==> src/design/vpr_consts.svh <==
/*
 * Offsets, field positions, reset values and codes of the page relocation unit.
 * Assumes inclusion by bare name from design files; definitions only.
 */
`ifndef VPR_CONSTS_SVH
`define VPR_CONSTS_SVH

////////////////////////////////////////////////////////////////////////////////
// register byte offsets on the avalon slave
`define VPR_CTRL_OFS      8'h00
`define VPR_STATUS_OFS    8'h04
`define VPR_MASK_OFS      8'h08
`define VPR_ABINFO_OFS    8'h0c
`define VPR_BASE_OFS      8'h40
`define VPR_DESC_OFS      8'h80
`define VPR_BANK_MASK     8'hc0

////////////////////////////////////////////////////////////////////////////////
// control bits
`define VPR_CTRL_EN_BIT   0
`define VPR_CTRL_WIDE_BIT 1

// status / mask bits
`define VPR_ST_RONLY      0
`define VPR_ST_LENGTH     1
`define VPR_ST_NONRES     2

// page descriptor fields
`define VPR_ACC_LSB       1
`define VPR_ACC_MSB       2
`define VPR_DN_BIT        3
`define VPR_W_BIT         6
`define VPR_LEN_LSB       8
`define VPR_LEN_MSB       14
`define VPR_DESC_WMASK    16'h7f0e

// access codes
`define VPR_ACC_RONLY     2'b01
`define VPR_ACC_RW        2'b11

// current mode field code for kernel; every other code selects the user set
`define VPR_MODE_KERNEL   2'b00

// memory management trap vector, 250 octal
`define VPR_TRAP_VEC      16'h00a8

// reset values
`define VPR_RST_REG16     16'h0000
`define VPR_RST_REG32     32'h0000_0000

`endif

==> src/design/vpr_pkg.sv <==
/*
 * Types of the page relocation unit.
 * Assumes nothing beyond a SystemVerilog compiler.
 */
package vpr_pkg;

    typedef enum logic {
        VPR_KERNEL,
        VPR_USER
    } vpr_mode_e;

    // whole state of the top module
    typedef struct packed {
        logic [15:0][15:0] base;       // page base registers, kernel 0..7, user 8..15
        logic [15:0][15:0] descr;      // page descriptor registers
        logic              map_en;
        logic              wide;
        logic [2:0]        status;
        logic [2:0]        mask;
        logic [18:0]       abort_info; // mode, write, virtual address
        logic [1:0][15:0]  sp;         // kernel and user stack pointers
        logic              ack;
        logic [31:0]       rdata;
        logic              bus_valid;
        logic [21:0]       bus_pa;
        logic              bus_write;
        logic              bus_io;
        logic              abort;
    } vpr_state_s;

endpackage : vpr_pkg

==> src/design/vpr_top.sv <==
/*
 * Page relocation and protection unit: core reference path, register file on an
 * avalon-mm slave with waitrequest, abort status with interrupt, stack pointer pair.
 * Assumes the core presents one reference per core_valid cycle and the bus master
 * holds a request until waitrequest is low.
 */
// Operation
// - mapped physical address is relocation base plus virtual address bits 12:0, 18 or 22 bits
// - while mapping is on, every core address is translated, never used directly
// - two sets of eight page register pairs, kernel and user, sixteen pages
// - each pair is a 16-bit base half and a 16-bit descriptor half
// - current mode field, status word bits 15:14, picks kernel or user set
// - eight 4K-word pages, each relocated through its own pair
// - page length is 1 to 128 blocks of 32 words
// - relocated pages start on 32-word physical boundaries
// - short pages refuse accesses beyond their allocated blocks
// - top 4K words of physical space are flagged as the io page
// - protection is no access, read-only or read/write
// - separate kernel and user stack pointers chosen by current mode
// - access code 00 and 10 abort all, 01 aborts writes, 11 allows all
// - virtual block number, address bits 12:6, is checked against page length
// - upward pages fault above length, downward pages fault below it
// - abort stops the reference and points the core at vector 250 octal
`timescale 1ns/1ps
`include "vpr_consts.svh"

module vpr_top #(
    parameter int PA_W    = 22,
    parameter int N_PAGES = 8
) (
    input  wire logic            clock,
    input  wire logic            rst_n,
    // avalon-mm slave
    input  wire logic [7:0]      avs_address,
    input  wire logic            avs_read,
    input  wire logic            avs_write,
    input  wire logic [31:0]     avs_writedata,
    input  wire logic [3:0]      avs_byteenable,
    output logic      [31:0]     avs_readdata,
    output logic                 avs_waitrequest,
    // core reference
    input  wire logic            core_valid,
    input  wire logic [15:0]     core_va,
    input  wire logic            core_write,
    input  wire logic [1:0]      core_mode,
    input  wire logic            core_sp_wr,
    input  wire logic [15:0]     core_sp_wdata,
    output logic      [15:0]     core_sp_rdata,
    // system bus side
    output logic                 bus_valid,
    output logic      [PA_W-1:0] bus_pa,
    output logic                 bus_write,
    output logic                 bus_io_page,
    output logic                 mmu_abort,
    output logic      [15:0]     trap_vector,
    output logic                 irq
);

    generate
        if (PA_W != 22 || N_PAGES != 8) begin : g_bad_param
            $error("vpr_top serves only 22 address bits and 8 pages per mode");
        end
    endgenerate

    vpr_pkg::vpr_state_s st_ff;
    vpr_pkg::vpr_state_s nxt_st;
    vpr_pkg::vpr_mode_e  mode_sel;

    logic        user;
    logic [3:0]  idx;
    logic [15:0] sel_base;
    logic [15:0] sel_descr;
    logic [21:0] tr_pa;
    logic        tr_io;
    logic        f_nonres;
    logic        f_length;
    logic        f_ronly;
    logic        fault;
    logic        req;
    logic        accept;
    logic [31:0] be_mask;
    logic [31:0] rd_val;
    logic [3:0]  reg_idx;
    logic        hit_base;
    logic        hit_descr;

    function automatic logic [31:0] vpr_lanes(input logic [3:0] be);
        vpr_lanes = {{8{be[3]}}, {8{be[2]}}, {8{be[1]}}, {8{be[0]}}};
    endfunction : vpr_lanes

    ////////////////////////////////////////////////////////////////////////////
    // page selection
    assign user     = (core_mode != `VPR_MODE_KERNEL);
    assign mode_sel = user ? vpr_pkg::VPR_USER : vpr_pkg::VPR_KERNEL;
    assign idx      = {user, core_va[15:13]};
    assign sel_base  = st_ff.base[idx];
    assign sel_descr = st_ff.descr[idx];

    vpr_translate u_translate (
        .virtual_address          (core_va),
        .is_write                 (core_write),
        .map_en                   (st_ff.map_en),
        .wide                     (st_ff.wide),
        .page_base_register       (sel_base),
        .page_descriptor_register (sel_descr),
        .physical_address         (tr_pa),
        .io_page                  (tr_io),
        .fault_nonres             (f_nonres),
        .fault_length             (f_length),
        .fault_ronly              (f_ronly)
    );

    assign fault = f_nonres | f_length | f_ronly;

    ////////////////////////////////////////////////////////////////////////////
    // bus slave decode: one wait cycle, read data captured during it
    assign req       = avs_read | avs_write;
    assign accept    = req & st_ff.ack;
    assign be_mask   = vpr_lanes(avs_byteenable);
    assign reg_idx   = avs_address[5:2];
    assign hit_base  = (avs_address & `VPR_BANK_MASK) == `VPR_BASE_OFS;
    assign hit_descr = (avs_address & `VPR_BANK_MASK) == `VPR_DESC_OFS;

    always_comb begin
        rd_val = `VPR_RST_REG32;
        if (hit_base) begin
            rd_val = {16'h0000, st_ff.base[reg_idx]};
        end else if (hit_descr) begin
            rd_val = {16'h0000, st_ff.descr[reg_idx]};
        end else begin
            case (avs_address)
                `VPR_CTRL_OFS:   rd_val = {30'h0000_0000, st_ff.wide, st_ff.map_en};
                `VPR_STATUS_OFS: rd_val = {29'h0000_0000, st_ff.status};
                `VPR_MASK_OFS:   rd_val = {29'h0000_0000, st_ff.mask};
                `VPR_ABINFO_OFS: rd_val = {13'h0000, st_ff.abort_info};
                default:         rd_val = `VPR_RST_REG32;
            endcase
        end
    end

    ////////////////////////////////////////////////////////////////////////////
    // next state
    always_comb begin
        nxt_st     = st_ff;
        nxt_st.ack = req & ~st_ff.ack;
        if (avs_read & ~st_ff.ack) begin
            nxt_st.rdata = rd_val;
        end

        // status clears only the bits that the read actually returned
        if (accept & avs_read & (avs_address == `VPR_STATUS_OFS)) begin
            nxt_st.status = st_ff.status & ~st_ff.rdata[2:0];
        end

        if (accept & avs_write) begin
            for (int i = 0; i < 16; i++) begin
                if (hit_base && reg_idx == 4'(i)) begin
                    nxt_st.base[i] = (st_ff.base[i] & ~be_mask[15:0])
                                   | (avs_writedata[15:0] & be_mask[15:0]);
                    nxt_st.descr[i][`VPR_W_BIT] = 1'b0;
                end
                if (hit_descr && reg_idx == 4'(i)) begin
                    nxt_st.descr[i] = ((st_ff.descr[i] & ~be_mask[15:0])
                                    | (avs_writedata[15:0] & be_mask[15:0]))
                                    & `VPR_DESC_WMASK;
                end
            end
            case (avs_address)
                `VPR_CTRL_OFS: begin
                    if (avs_byteenable[0]) begin
                        nxt_st.map_en = avs_writedata[`VPR_CTRL_EN_BIT];
                        nxt_st.wide   = avs_writedata[`VPR_CTRL_WIDE_BIT];
                    end
                end
                `VPR_MASK_OFS: begin
                    if (avs_byteenable[0]) begin
                        nxt_st.mask = avs_writedata[2:0];
                    end
                end
                default: begin
                end
            endcase
        end

        // core reference; applied after software so hardware sets win
        nxt_st.bus_valid = core_valid & ~fault;
        nxt_st.abort     = core_valid & fault;
        if (core_valid) begin
            nxt_st.bus_pa    = tr_pa;
            nxt_st.bus_write = core_write;
            nxt_st.bus_io    = tr_io;
        end
        if (core_valid & fault) begin
            nxt_st.status = nxt_st.status | {f_nonres, f_length, f_ronly};
            nxt_st.abort_info = {core_mode, core_write, core_va};
        end
        if (core_valid & ~fault & core_write & st_ff.map_en) begin
            nxt_st.descr[idx][`VPR_W_BIT] = 1'b1;
        end

        if (core_sp_wr) begin
            nxt_st.sp[user] = core_sp_wdata;
        end
    end

    always_ff @(posedge clock or negedge rst_n) begin
        if (!rst_n) begin
            st_ff <= '0;
        end else begin
            st_ff <= nxt_st;
        end
    end

    ////////////////////////////////////////////////////////////////////////////
    // outputs
    assign avs_waitrequest = req & ~st_ff.ack;
    assign avs_readdata    = st_ff.rdata;
    assign core_sp_rdata   = st_ff.sp[mode_sel];
    assign bus_valid       = st_ff.bus_valid;
    assign bus_pa          = st_ff.bus_pa;
    assign bus_write       = st_ff.bus_write;
    assign bus_io_page     = st_ff.bus_io;
    assign mmu_abort       = st_ff.abort;
    assign trap_vector     = `VPR_TRAP_VEC;
    assign irq             = |(st_ff.status & st_ff.mask);

    ////////////////////////////////////////////////////////////////////////////
    // checks; expected address rebuilt independently of the translate module
    logic [21:0] exp_full;
    logic [21:0] exp_pa;
    logic [6:0]  exp_blk;
    logic [6:0]  exp_plf;
    logic        exp_bad;

    assign exp_full = ({6'h00, sel_base} << 6) + {9'h000, core_va[12:0]};
    assign exp_pa   = st_ff.wide ? exp_full : {4'h0, exp_full[17:0]};
    assign exp_blk  = core_va[12:6];
    assign exp_plf  = sel_descr[14:8];
    assign exp_bad  = sel_descr[3] ? (exp_blk < exp_plf) : (exp_blk > exp_plf);

    property p_map_add;
        @(posedge clock) disable iff (!rst_n)
        core_valid && st_ff.map_en && !fault |=> bus_valid && bus_pa == $past(exp_pa);
    endproperty
    a_map_add: assert property (p_map_add)
        else $error("mapped address differs from base plus offset");

    property p_pass_through;
        @(posedge clock) disable iff (!rst_n)
        core_valid && !st_ff.map_en |=> bus_valid && bus_pa == {6'h00, $past(core_va)};
    endproperty
    a_pass_through: assert property (p_pass_through)
        else $error("unmapped address not passed through");

    property p_block_align;
        @(posedge clock) disable iff (!rst_n)
        core_valid && st_ff.map_en && !fault |=> bus_pa[5:0] == $past(core_va[5:0]);
    endproperty
    a_block_align: assert property (p_block_align)
        else $error("offset inside block altered");

    property p_nonres;
        @(posedge clock) disable iff (!rst_n)
        core_valid && st_ff.map_en && !sel_descr[1] |=> mmu_abort && !bus_valid;
    endproperty
    a_nonres: assert property (p_nonres)
        else $error("access to no-access page not aborted");

    property p_ronly;
        @(posedge clock) disable iff (!rst_n)
        core_valid && st_ff.map_en && sel_descr[2:1] == 2'b01 && !exp_bad
        |=> mmu_abort == $past(core_write) && bus_valid != $past(core_write);
    endproperty
    a_ronly: assert property (p_ronly)
        else $error("read-only page handled wrongly");

    property p_len_up;
        @(posedge clock) disable iff (!rst_n)
        core_valid && st_ff.map_en && !sel_descr[3] && exp_blk > exp_plf
        |=> mmu_abort ##1 st_ff.status[`VPR_ST_LENGTH] || $past(accept);
    endproperty
    a_len_up: assert property (p_len_up)
        else $error("upward page length fault missed");

    property p_len_down;
        @(posedge clock) disable iff (!rst_n)
        core_valid && st_ff.map_en && sel_descr[3] && exp_blk < exp_plf |=> mmu_abort;
    endproperty
    a_len_down: assert property (p_len_down)
        else $error("downward page length fault missed");

    property p_len_ok;
        @(posedge clock) disable iff (!rst_n)
        core_valid && st_ff.map_en && sel_descr[2:1] == 2'b11 && exp_blk == exp_plf
        |=> bus_valid && !mmu_abort;
    endproperty
    a_len_ok: assert property (p_len_ok)
        else $error("access to last allocated block refused");

    property p_len_flag;
        @(posedge clock) disable iff (!rst_n)
        core_valid && st_ff.map_en && exp_bad |=> st_ff.status[`VPR_ST_LENGTH];
    endproperty
    a_len_flag: assert property (p_len_flag)
        else $error("length flag not set");

    property p_len_in;
        @(posedge clock) disable iff (!rst_n)
        core_valid && st_ff.map_en && sel_descr[3:1] == 3'b111 && !exp_bad |=> bus_valid;
    endproperty
    a_len_in: assert property (p_len_in)
        else $error("downward block refused");

    property p_sp_mode;
        @(posedge clock) disable iff (!rst_n)
        core_sp_wr ##1 (core_mode == $past(core_mode)) |-> core_sp_rdata == $past(core_sp_wdata);
    endproperty
    a_sp_mode: assert property (p_sp_mode)
        else $error("stack pointer of current mode not kept");

    property p_io_page;
        @(posedge clock) disable iff (!rst_n)
        bus_valid && $past(st_ff.wide) && $past(st_ff.map_en) && (&bus_pa[21:13]) |-> bus_io_page;
    endproperty
    a_io_page: assert property (p_io_page)
        else $error("io page not flagged");

    property p_wait_one;
        @(posedge clock) disable iff (!rst_n)
        req && avs_waitrequest |=> !avs_waitrequest;
    endproperty
    a_wait_one: assert property (p_wait_one)
        else $error("waitrequest held more than one cycle");

    c_abort: cover property (@(posedge clock) disable iff (!rst_n) mmu_abort ##1 irq);
    c_mapped: cover property (@(posedge clock) disable iff (!rst_n)
        bus_valid && st_ff.map_en && st_ff.wide);
    c_user: cover property (@(posedge clock) disable iff (!rst_n)
        core_valid && user && st_ff.map_en && !fault);

endmodule : vpr_top

==> src/design/vpr_translate.sv <==
/*
 * Combinational translation of one virtual address through one page register pair.
 * Assumes the caller selects the pair and registers the results.
 */
`timescale 1ns/1ps
`include "vpr_consts.svh"

module vpr_translate (
    input  wire logic [15:0] virtual_address,
    input  wire logic        is_write,
    input  wire logic        map_en,
    input  wire logic        wide,
    input  wire logic [15:0] page_base_register,
    input  wire logic [15:0] page_descriptor_register,
    output logic      [21:0] physical_address,
    output logic             io_page,
    output logic             fault_nonres,
    output logic             fault_length,
    output logic             fault_ronly
);

    logic [6:0]  block_num;
    logic [6:0]  page_length_field;
    logic [1:0]  access_code_field;
    logic        expand_direction;
    logic [21:0] sum;

    assign block_num         = virtual_address[12:6];
    assign page_length_field = page_descriptor_register[`VPR_LEN_MSB:`VPR_LEN_LSB];
    assign access_code_field = page_descriptor_register[`VPR_ACC_MSB:`VPR_ACC_LSB];
    assign expand_direction  = page_descriptor_register[`VPR_DN_BIT];
    // base is in 32-word blocks, so the low six byte bits come from the offset only
    assign sum = {page_base_register, 6'h00} + {9'h000, virtual_address[12:0]};

    always_comb begin
        if (map_en) begin
            physical_address = wide ? sum : {4'h0, sum[17:0]};
            io_page = wide ? (&sum[21:13]) : (&sum[17:13]);
        end else begin
            physical_address = {6'h00, virtual_address};
            io_page = &virtual_address[15:13];
        end
    end

    // codes 00 and 10 both refuse everything
    assign fault_nonres = map_en & ~access_code_field[0];
    assign fault_ronly  = map_en & is_write & (access_code_field == `VPR_ACC_RONLY);
    assign fault_length = map_en & (expand_direction ? (block_num < page_length_field)
                                                     : (block_num > page_length_field));

endmodule : vpr_translate

==> config.mk <==
export PLATFORM = sky130hd
export DESIGN_NAME = vpr_top
export DESIGN_NICKNAME = d
export VERILOG_FILES = /design/src/design/vpr_pkg.sv /design/src/design/vpr_top.sv /design/src/design/vpr_translate.sv
export VERILOG_INCLUDE_DIRS = /design/src /design/src/design
export SDC_FILE = /design/constraint.sdc
export NUM_CORES = 1
export LEC_CHECK = 0
export BUFFER_PORTS_ARGS = -buffer_cell sky130_fd_sc_hd__clkbuf_2
export CAP_MARGIN = 20
export CORE_MARGIN = 5
export CORE_UTILIZATION = 25
export CTS_CLUSTER_SIZE = 16
export DETAILED_ROUTE_END_ITERATION = 8
export PLACE_DENSITY = 0.37
export SLEW_MARGIN = 30
export SYNTH_ARGS = -nofsm -noshare
export SYNTH_HDL_FRONTEND = slang
export SYNTH_SLANG_ARGS = --single-unit
export TNS_END_PERCENT = 50
==> constraint.sdc <==
create_clock -name clock -period 6.2 [get_ports clock]
set_input_delay 0.93 -clock clock [delete_from_list [all_inputs] [get_ports clock]]
set_output_delay 0.93 -clock clock [all_outputs]
set_load 0.02 [all_outputs]
# After elaboration in Yosys (flattened, before gate mapping)

Index checks and enable logic that the tools add are counted.

Reduce and logical (&&, ||, !) cells: 59
$lt $le $gt $ge: 8
Eq/ne operators: 21
Bitwise gates (word level): 91
Add/subtract/negate cells: 1
Muxes and demuxes: 62

Operators by type and width:

| operator           | number |
|---|---|
| $mux 16            | 22 |
| $and 16x16->16     | 17 |
| $mux 258           | 1 |
| $bmux 16 s4        | 4 |
| $mux 256           | 1 |
| $or 16x16->16      | 16 |
| $or 256x256->256   | 1 |
| $and 15x15->15     | 16 |
| $or 15x15->15      | 16 |
| $pmux 19 s4        | 1 |
| $demux 16 s4       | 1 |
| $mux 22            | 2 |
| $mux 19            | 2 |
| $logic_and 1x1->1  | 34 |
| $bwmux 32          | 1 |
| $eq 4x4->1 const B | 8 |
| $reduce_and 2->1   | 16 |
| $add 22x13->22     | 1 |
| $mux 1             | 20 |
| $demux 16 s1       | 1 |
| $eq 4x3->1 const B | 4 |
| $eq 8x4->1 const B | 2 |
| $not 16->16        | 1 |
| $mux 15            | 1 |
| 27 further kinds   | 53 |

Input port bits: 85
Output and inout port bits: 92
Logic and storage cells: 288
Bits in registers: 630

# Depth between registers and ports, before layout

Depth after elaboration: 13
Mapped depth: 20
Mapped depth without buffers: 13

# Hierarchy

Synthesis repeated with hierarchy kept, for this count alone.

Cell total of the unflattened synthesis: 2014
Area total of the unflattened synthesis: 29366.9 um^2

Modules (own cells, without submodules):

| module        | cells an instance | area an instance (um^2) | sequential area each (um^2) | times used |
|---|---|---|---|---|
| vpr_top       | 1877              | 28338.4                 | 13437.9                     | 1 |
| vpr_translate | 137               | 1028.5                  | 0.0                         | 1 |

# Worst setup path after synthesis

No wires, ideal clock.

Kind: input to register
Start point: in core_va[13]
End point: reg st_ff, in the netlist bus_io_page
Library setup time: 0.101 ns
Data arrival time: 5.349 ns
Buffers on the path: 6
Path slack: 0.750 ns
Data required time: 6.099 ns
Stages on the path: 17
Cell sequence: buf_6 buf_12 buf_12 buf_2 clkbuf_1 buf_2 mux4_2 mux4_2 ha_1 nor2b_1 o21ai_0 a21boi_0 o21ai_0 or4_1 nand3_1 a41oi_1 nor4_1

Cells in the longest elaborated chain, start to end: 6
Elaborated cells between the ends (all ways): 8
Classes of those cells: add/sub (1); mux (4); reduce/logical (3)

RTL lines:

| what                                                 | line                | text |
|---|---|---|
| start, declared                                      | vpr_top.sv:43       | `input wire logic [15:0] core_va,` |
| $bmux 16 s4                                          | vpr_top.sv:96       | `assign sel_base = st_ff.base[idx];` |
| $mux 16 (implied by the code)                        | vpr_top.sv:96       |  |
| $add 22x13->22                                       | --                  |  |
| $reduce_and 9->1 or $reduce_and 5->1 (tied branches) | vpr_translate.sv:38 | `io_page = wide ? (&sum[21:13]) : (&sum[17:13]);` |
| $mux 1                                               | vpr_translate.sv:38 |  |
| $mux 1 (*)                                           | vpr_translate.sv:36 | `if (map_en) begin` |
| end signal, assigned                                 | vpr_top.sv:210      | `st_ff <= nxt_st;` |
| end, declared                                        | vpr_top.sv:65       | `vpr_pkg::vpr_state_s st_ff;` |

Every way passes the cells marked *; elsewhere a longest branch is shown, timed or not. The select of a mux whose other input is x is not followed.
A chain may end at the register's enable or synchronous reset.

# Worst setup path after layout

Start point: in core_va[13]
End point: reg st_ff[92] in the netlist's numbering

Cells in the longest elaborated chain, start to end: 8
Elaborated cells between the ends (all ways): 13
Classes of those cells: order compare (2); eq/ne (1); mux (3); bitwise (7)

RTL lines:

| what                                     | line                                     | text |
|---|---|---|
| $bmux 16 s4 (*)                          | vpr_top.sv:97                            | `assign sel_descr = st_ff.descr[idx];` |
| $mux 15 (implied by the code) (*)        | vpr_top.sv:97                            |  |
| $gt 7x7->1 or $lt 7x7->1 (tied branches) | vpr_translate.sv:49, vpr_translate.sv:48 |  |
| $mux 1                                   | vpr_translate.sv:48                      | `assign fault_length = map_en & (expand_direction ? (block_num < page_length_field)` |
| $and 1x1->1                              | vpr_translate.sv:48                      |  |
| $or 1x1->1                               | vpr_top.sv:113                           | `assign fault = f_nonres \| f_length \| f_ronly;` |
| $or 1x1->1 (*)                           | vpr_top.sv:113                           |  |
| $and 1x1->1 (*)                          | vpr_top.sv:193                           | `if (core_valid & fault) begin` |

Marks and branches as above.

==> results.json <==
{
  "hpwl_um": 63600,
  "critPathMaxFanout": 35,
  "async_reset_ff_frac": 1.00,
  "grt_max_degree": 152,
  "path_clk_slew_ps": 60,
  "ys_types": 52,
  "die_h_um": 347,
  "cts.path.max_buffers": 3,
  "cp.required_ps": 6710,
  "synthFlopType": "dfrtp_1",
  "seq_area_frac_synth": 0.472,
  "worstMarginPinSlew_ps": 1020,
  "io_buffers": 129,
  "boundaryPins": 177,
  "ys_warn_count": 0,
  "synth_cells": 1926,
  "numCtsBuffers": 69,
  "dpl-instance-area_sq_mm": 0.0306,
  "synth_common_cells": "dfrtp_1 (537), mux2_2 (488), mux4_2 (240)",
  "drtAntennaViolNets": 0,
  "regArea_sq_mm": 0.0134,
  "finalHoldViolCount": 0,
  "max_stage_delay_ps": 570,
  "fin_area_sq_mm": 0.0329,
  "nNetsFinal": 2117,
  "fin_util": 0.291,
  "post-route-worst-setup-slack_ps": 1560,
  "skew_ps": 22.5,
  "hp-class": "in2async",
  "num_rows": 123,
  "fmax_mhz": 215,
  "grt_pass1_wl_um": 140000,
  "overflow": 0,
  "period_minus_slack_ps": 4640,
  "worstRegToRegCells": 11,
  "drtIter0Drc": 1051,
  "arrival_ps": 5150,
  "drcViolationCount": 0,
  "status": "complete, no violations",
  "worstSetupStartpointType": "input port",
  "ys_seq_elements": 537,
  "clk_latency_ps": 640,
  "synth_top_area_frac": 0.472,
  "root_buffer": "clkbuf_16",
  "setup_tns_ps": 0,
  "multi_input_area_sq_mm": 0.0140,
  "finalSetupViolations": 0,
  "wl_um": 95800,
  "fillers": 11300,
  "finalPower_mw": 8.85,
  "syn_area_sq_mm": 0.0285,
  "cts_resized": 0,
  "die_x_um": 347,
  "yosysTopAreaCell": "dfrtp_1",
  "coreArea_sq_mm": 0.113,
  "yosys-top-cells-area": "dfrtp_1 (47%), mux2_2 (19%), mux4_2 (19%)",
  "drt-vias-per-instance": 4.92,
  "cp_slowest_cell": "mux4_2",
  "routabilityCongestion": 0.768,
  "rsz0062_at_grt": "no",
  "area_growth_pct": 15.6,
  "synth_enable_flop_cells": 0,
  "cts_sinks": 537,
  "post-place-ws_ps": 814,
  "drive_above_1_share": 0.512,
  "power.leakage_nw": 14.5,
  "grt_pass1_vias": 18600,
  "cts_setup_buffers": 0,
  "routed-via-count": 17600,
  "drt-pass1-iter-count": 5,
  "h-tree-depth": 3,
  "period_share": 0.749,
  "syn_avg_cell_area_sq_um": 14.8,
  "antenna_found_initial": 2,
  "max-slew-margin-rel": 0.320,
  "start_util": 0.252,
  "endpoint_kind": "flop",
  "grt_util_all_layers": 0.158,
  "die_area_sq_mm": 0.121,
  "power_density_mw_per_mm2": 269,
  "cts_tree": "built",
  "ctsHoldBuffers": 0,
  "peakVddDrop_mv": 0.150,
  "max_cap_violations": 0,
  "crit_path_cell_trace": "clkbuf_8, buf_4, mux4_2, mux4_2, inv_1, ha_1, o21a_1, o21ai_0, a21oi_1, nor3b_1, o21a_1, o21ai_4, inv_4, mux2_2",
  "maxSlewViolCount": 0,
  "wl_per_cell_um": 26.9,
  "crit_type": "in2reg",
  "yosysMostFrequentCell": "dfrtp_1"
}
==> placed cells by master, fill, tap and decap left out, types with 28 or more instances in the layout <==
master,count
nor2_1,84
mux4_2,240
clkbuf_16,71
buf_4,58
a21oi_1,28
o21ai_0,59
mux2_2,488
dfrtp_1,537
clkbuf_2,124
nand2_1,59
conb_1,29
==> worst paths after layout <==
check	start	end	slack, ps
worst max-delay path	core_va[13]	st_ff[92]$_DFFE_PN0P_	1560
worst min-delay path	rst_n	asynchronous set/reset pin	270
worst max register to register	flop	bus_io_page$_DFFE_PN0P_	2350
worst min register to register	bus_pa[15]$_DFFE_PN0P_	bus_pa[15]$_DFFE_PN0P_	480
max in group asynchronous	rst_n	st_ff[61]$_DFFE_PN0P_	4450
min in group clock	bus_pa[15]$_DFFE_PN0P_	bus_pa[15]$_DFFE_PN0P_	480
==> critical path: cells and delay by family <==
family          cells  cell delay (ps)
simple gates        1              280
fa+ha+maj           1              230
mux                 3             1460
buf+inv             4             1210
compound gates      5              980
==> layer usage <==
metal | vias up | part of all wire | track usage
li1 | 7445 | - | -
met1 | 9525 | 0.46 | 0.220
met2 | 473 | 0.47 | 0.256
met3 | 108 | 0.047 | 0.0280
met4 | 0 | 0.020 | 0.0399
met5 | - | 0 | 0
==> through the flow <==
stage | hold slack, ps | instances
3_5_place_dp | 475 | 3445
6_report | 270 | 3566
5_1_grt | 313 | 3564
3_3_place_gp | 475 | 3444
2_1_floorplan | 450 | 1953
4_1_cts | 265 | 3563
==> where the power goes <==
group	total [mW]	internal, mW	switching (mW)	leakage (nW)
Clock	4.00	2.38	1.62	1.10
Combinational	1.01	0.449	0.563	6.08
Sequential	3.84	3.71	0.130	7.31
==> cell families (layout without fill, tap and decap cells) <==
family / Yosys count / count (layout) / synth area share
xor+xnor: 15 / 15 / 0.00462
fa+ha+maj: 15 / 15 / 0.00686
flops: 537 / 537 / 0.472
buf+inv: 218 / 329 / 0.0404
other cells: 2 / 31 / 0.000264
mux: 765 / 765 / 0.408
simple gates: 224 / 224 / 0.0347
compound gates: 150 / 150 / 0.0332
==> final cells by class <==
class                      count  area share
multi-input combinational   1198       0.426
sequential                   537       0.409
clock buffer                 103      0.0629
tap                         1500      0.0571
timing repair buffer         192      0.0379
clock inverter                15     0.00495
inverter                      19     0.00225
antenna                        2    0.000152
Note: power is estimated with default switching activity, not from simulation.
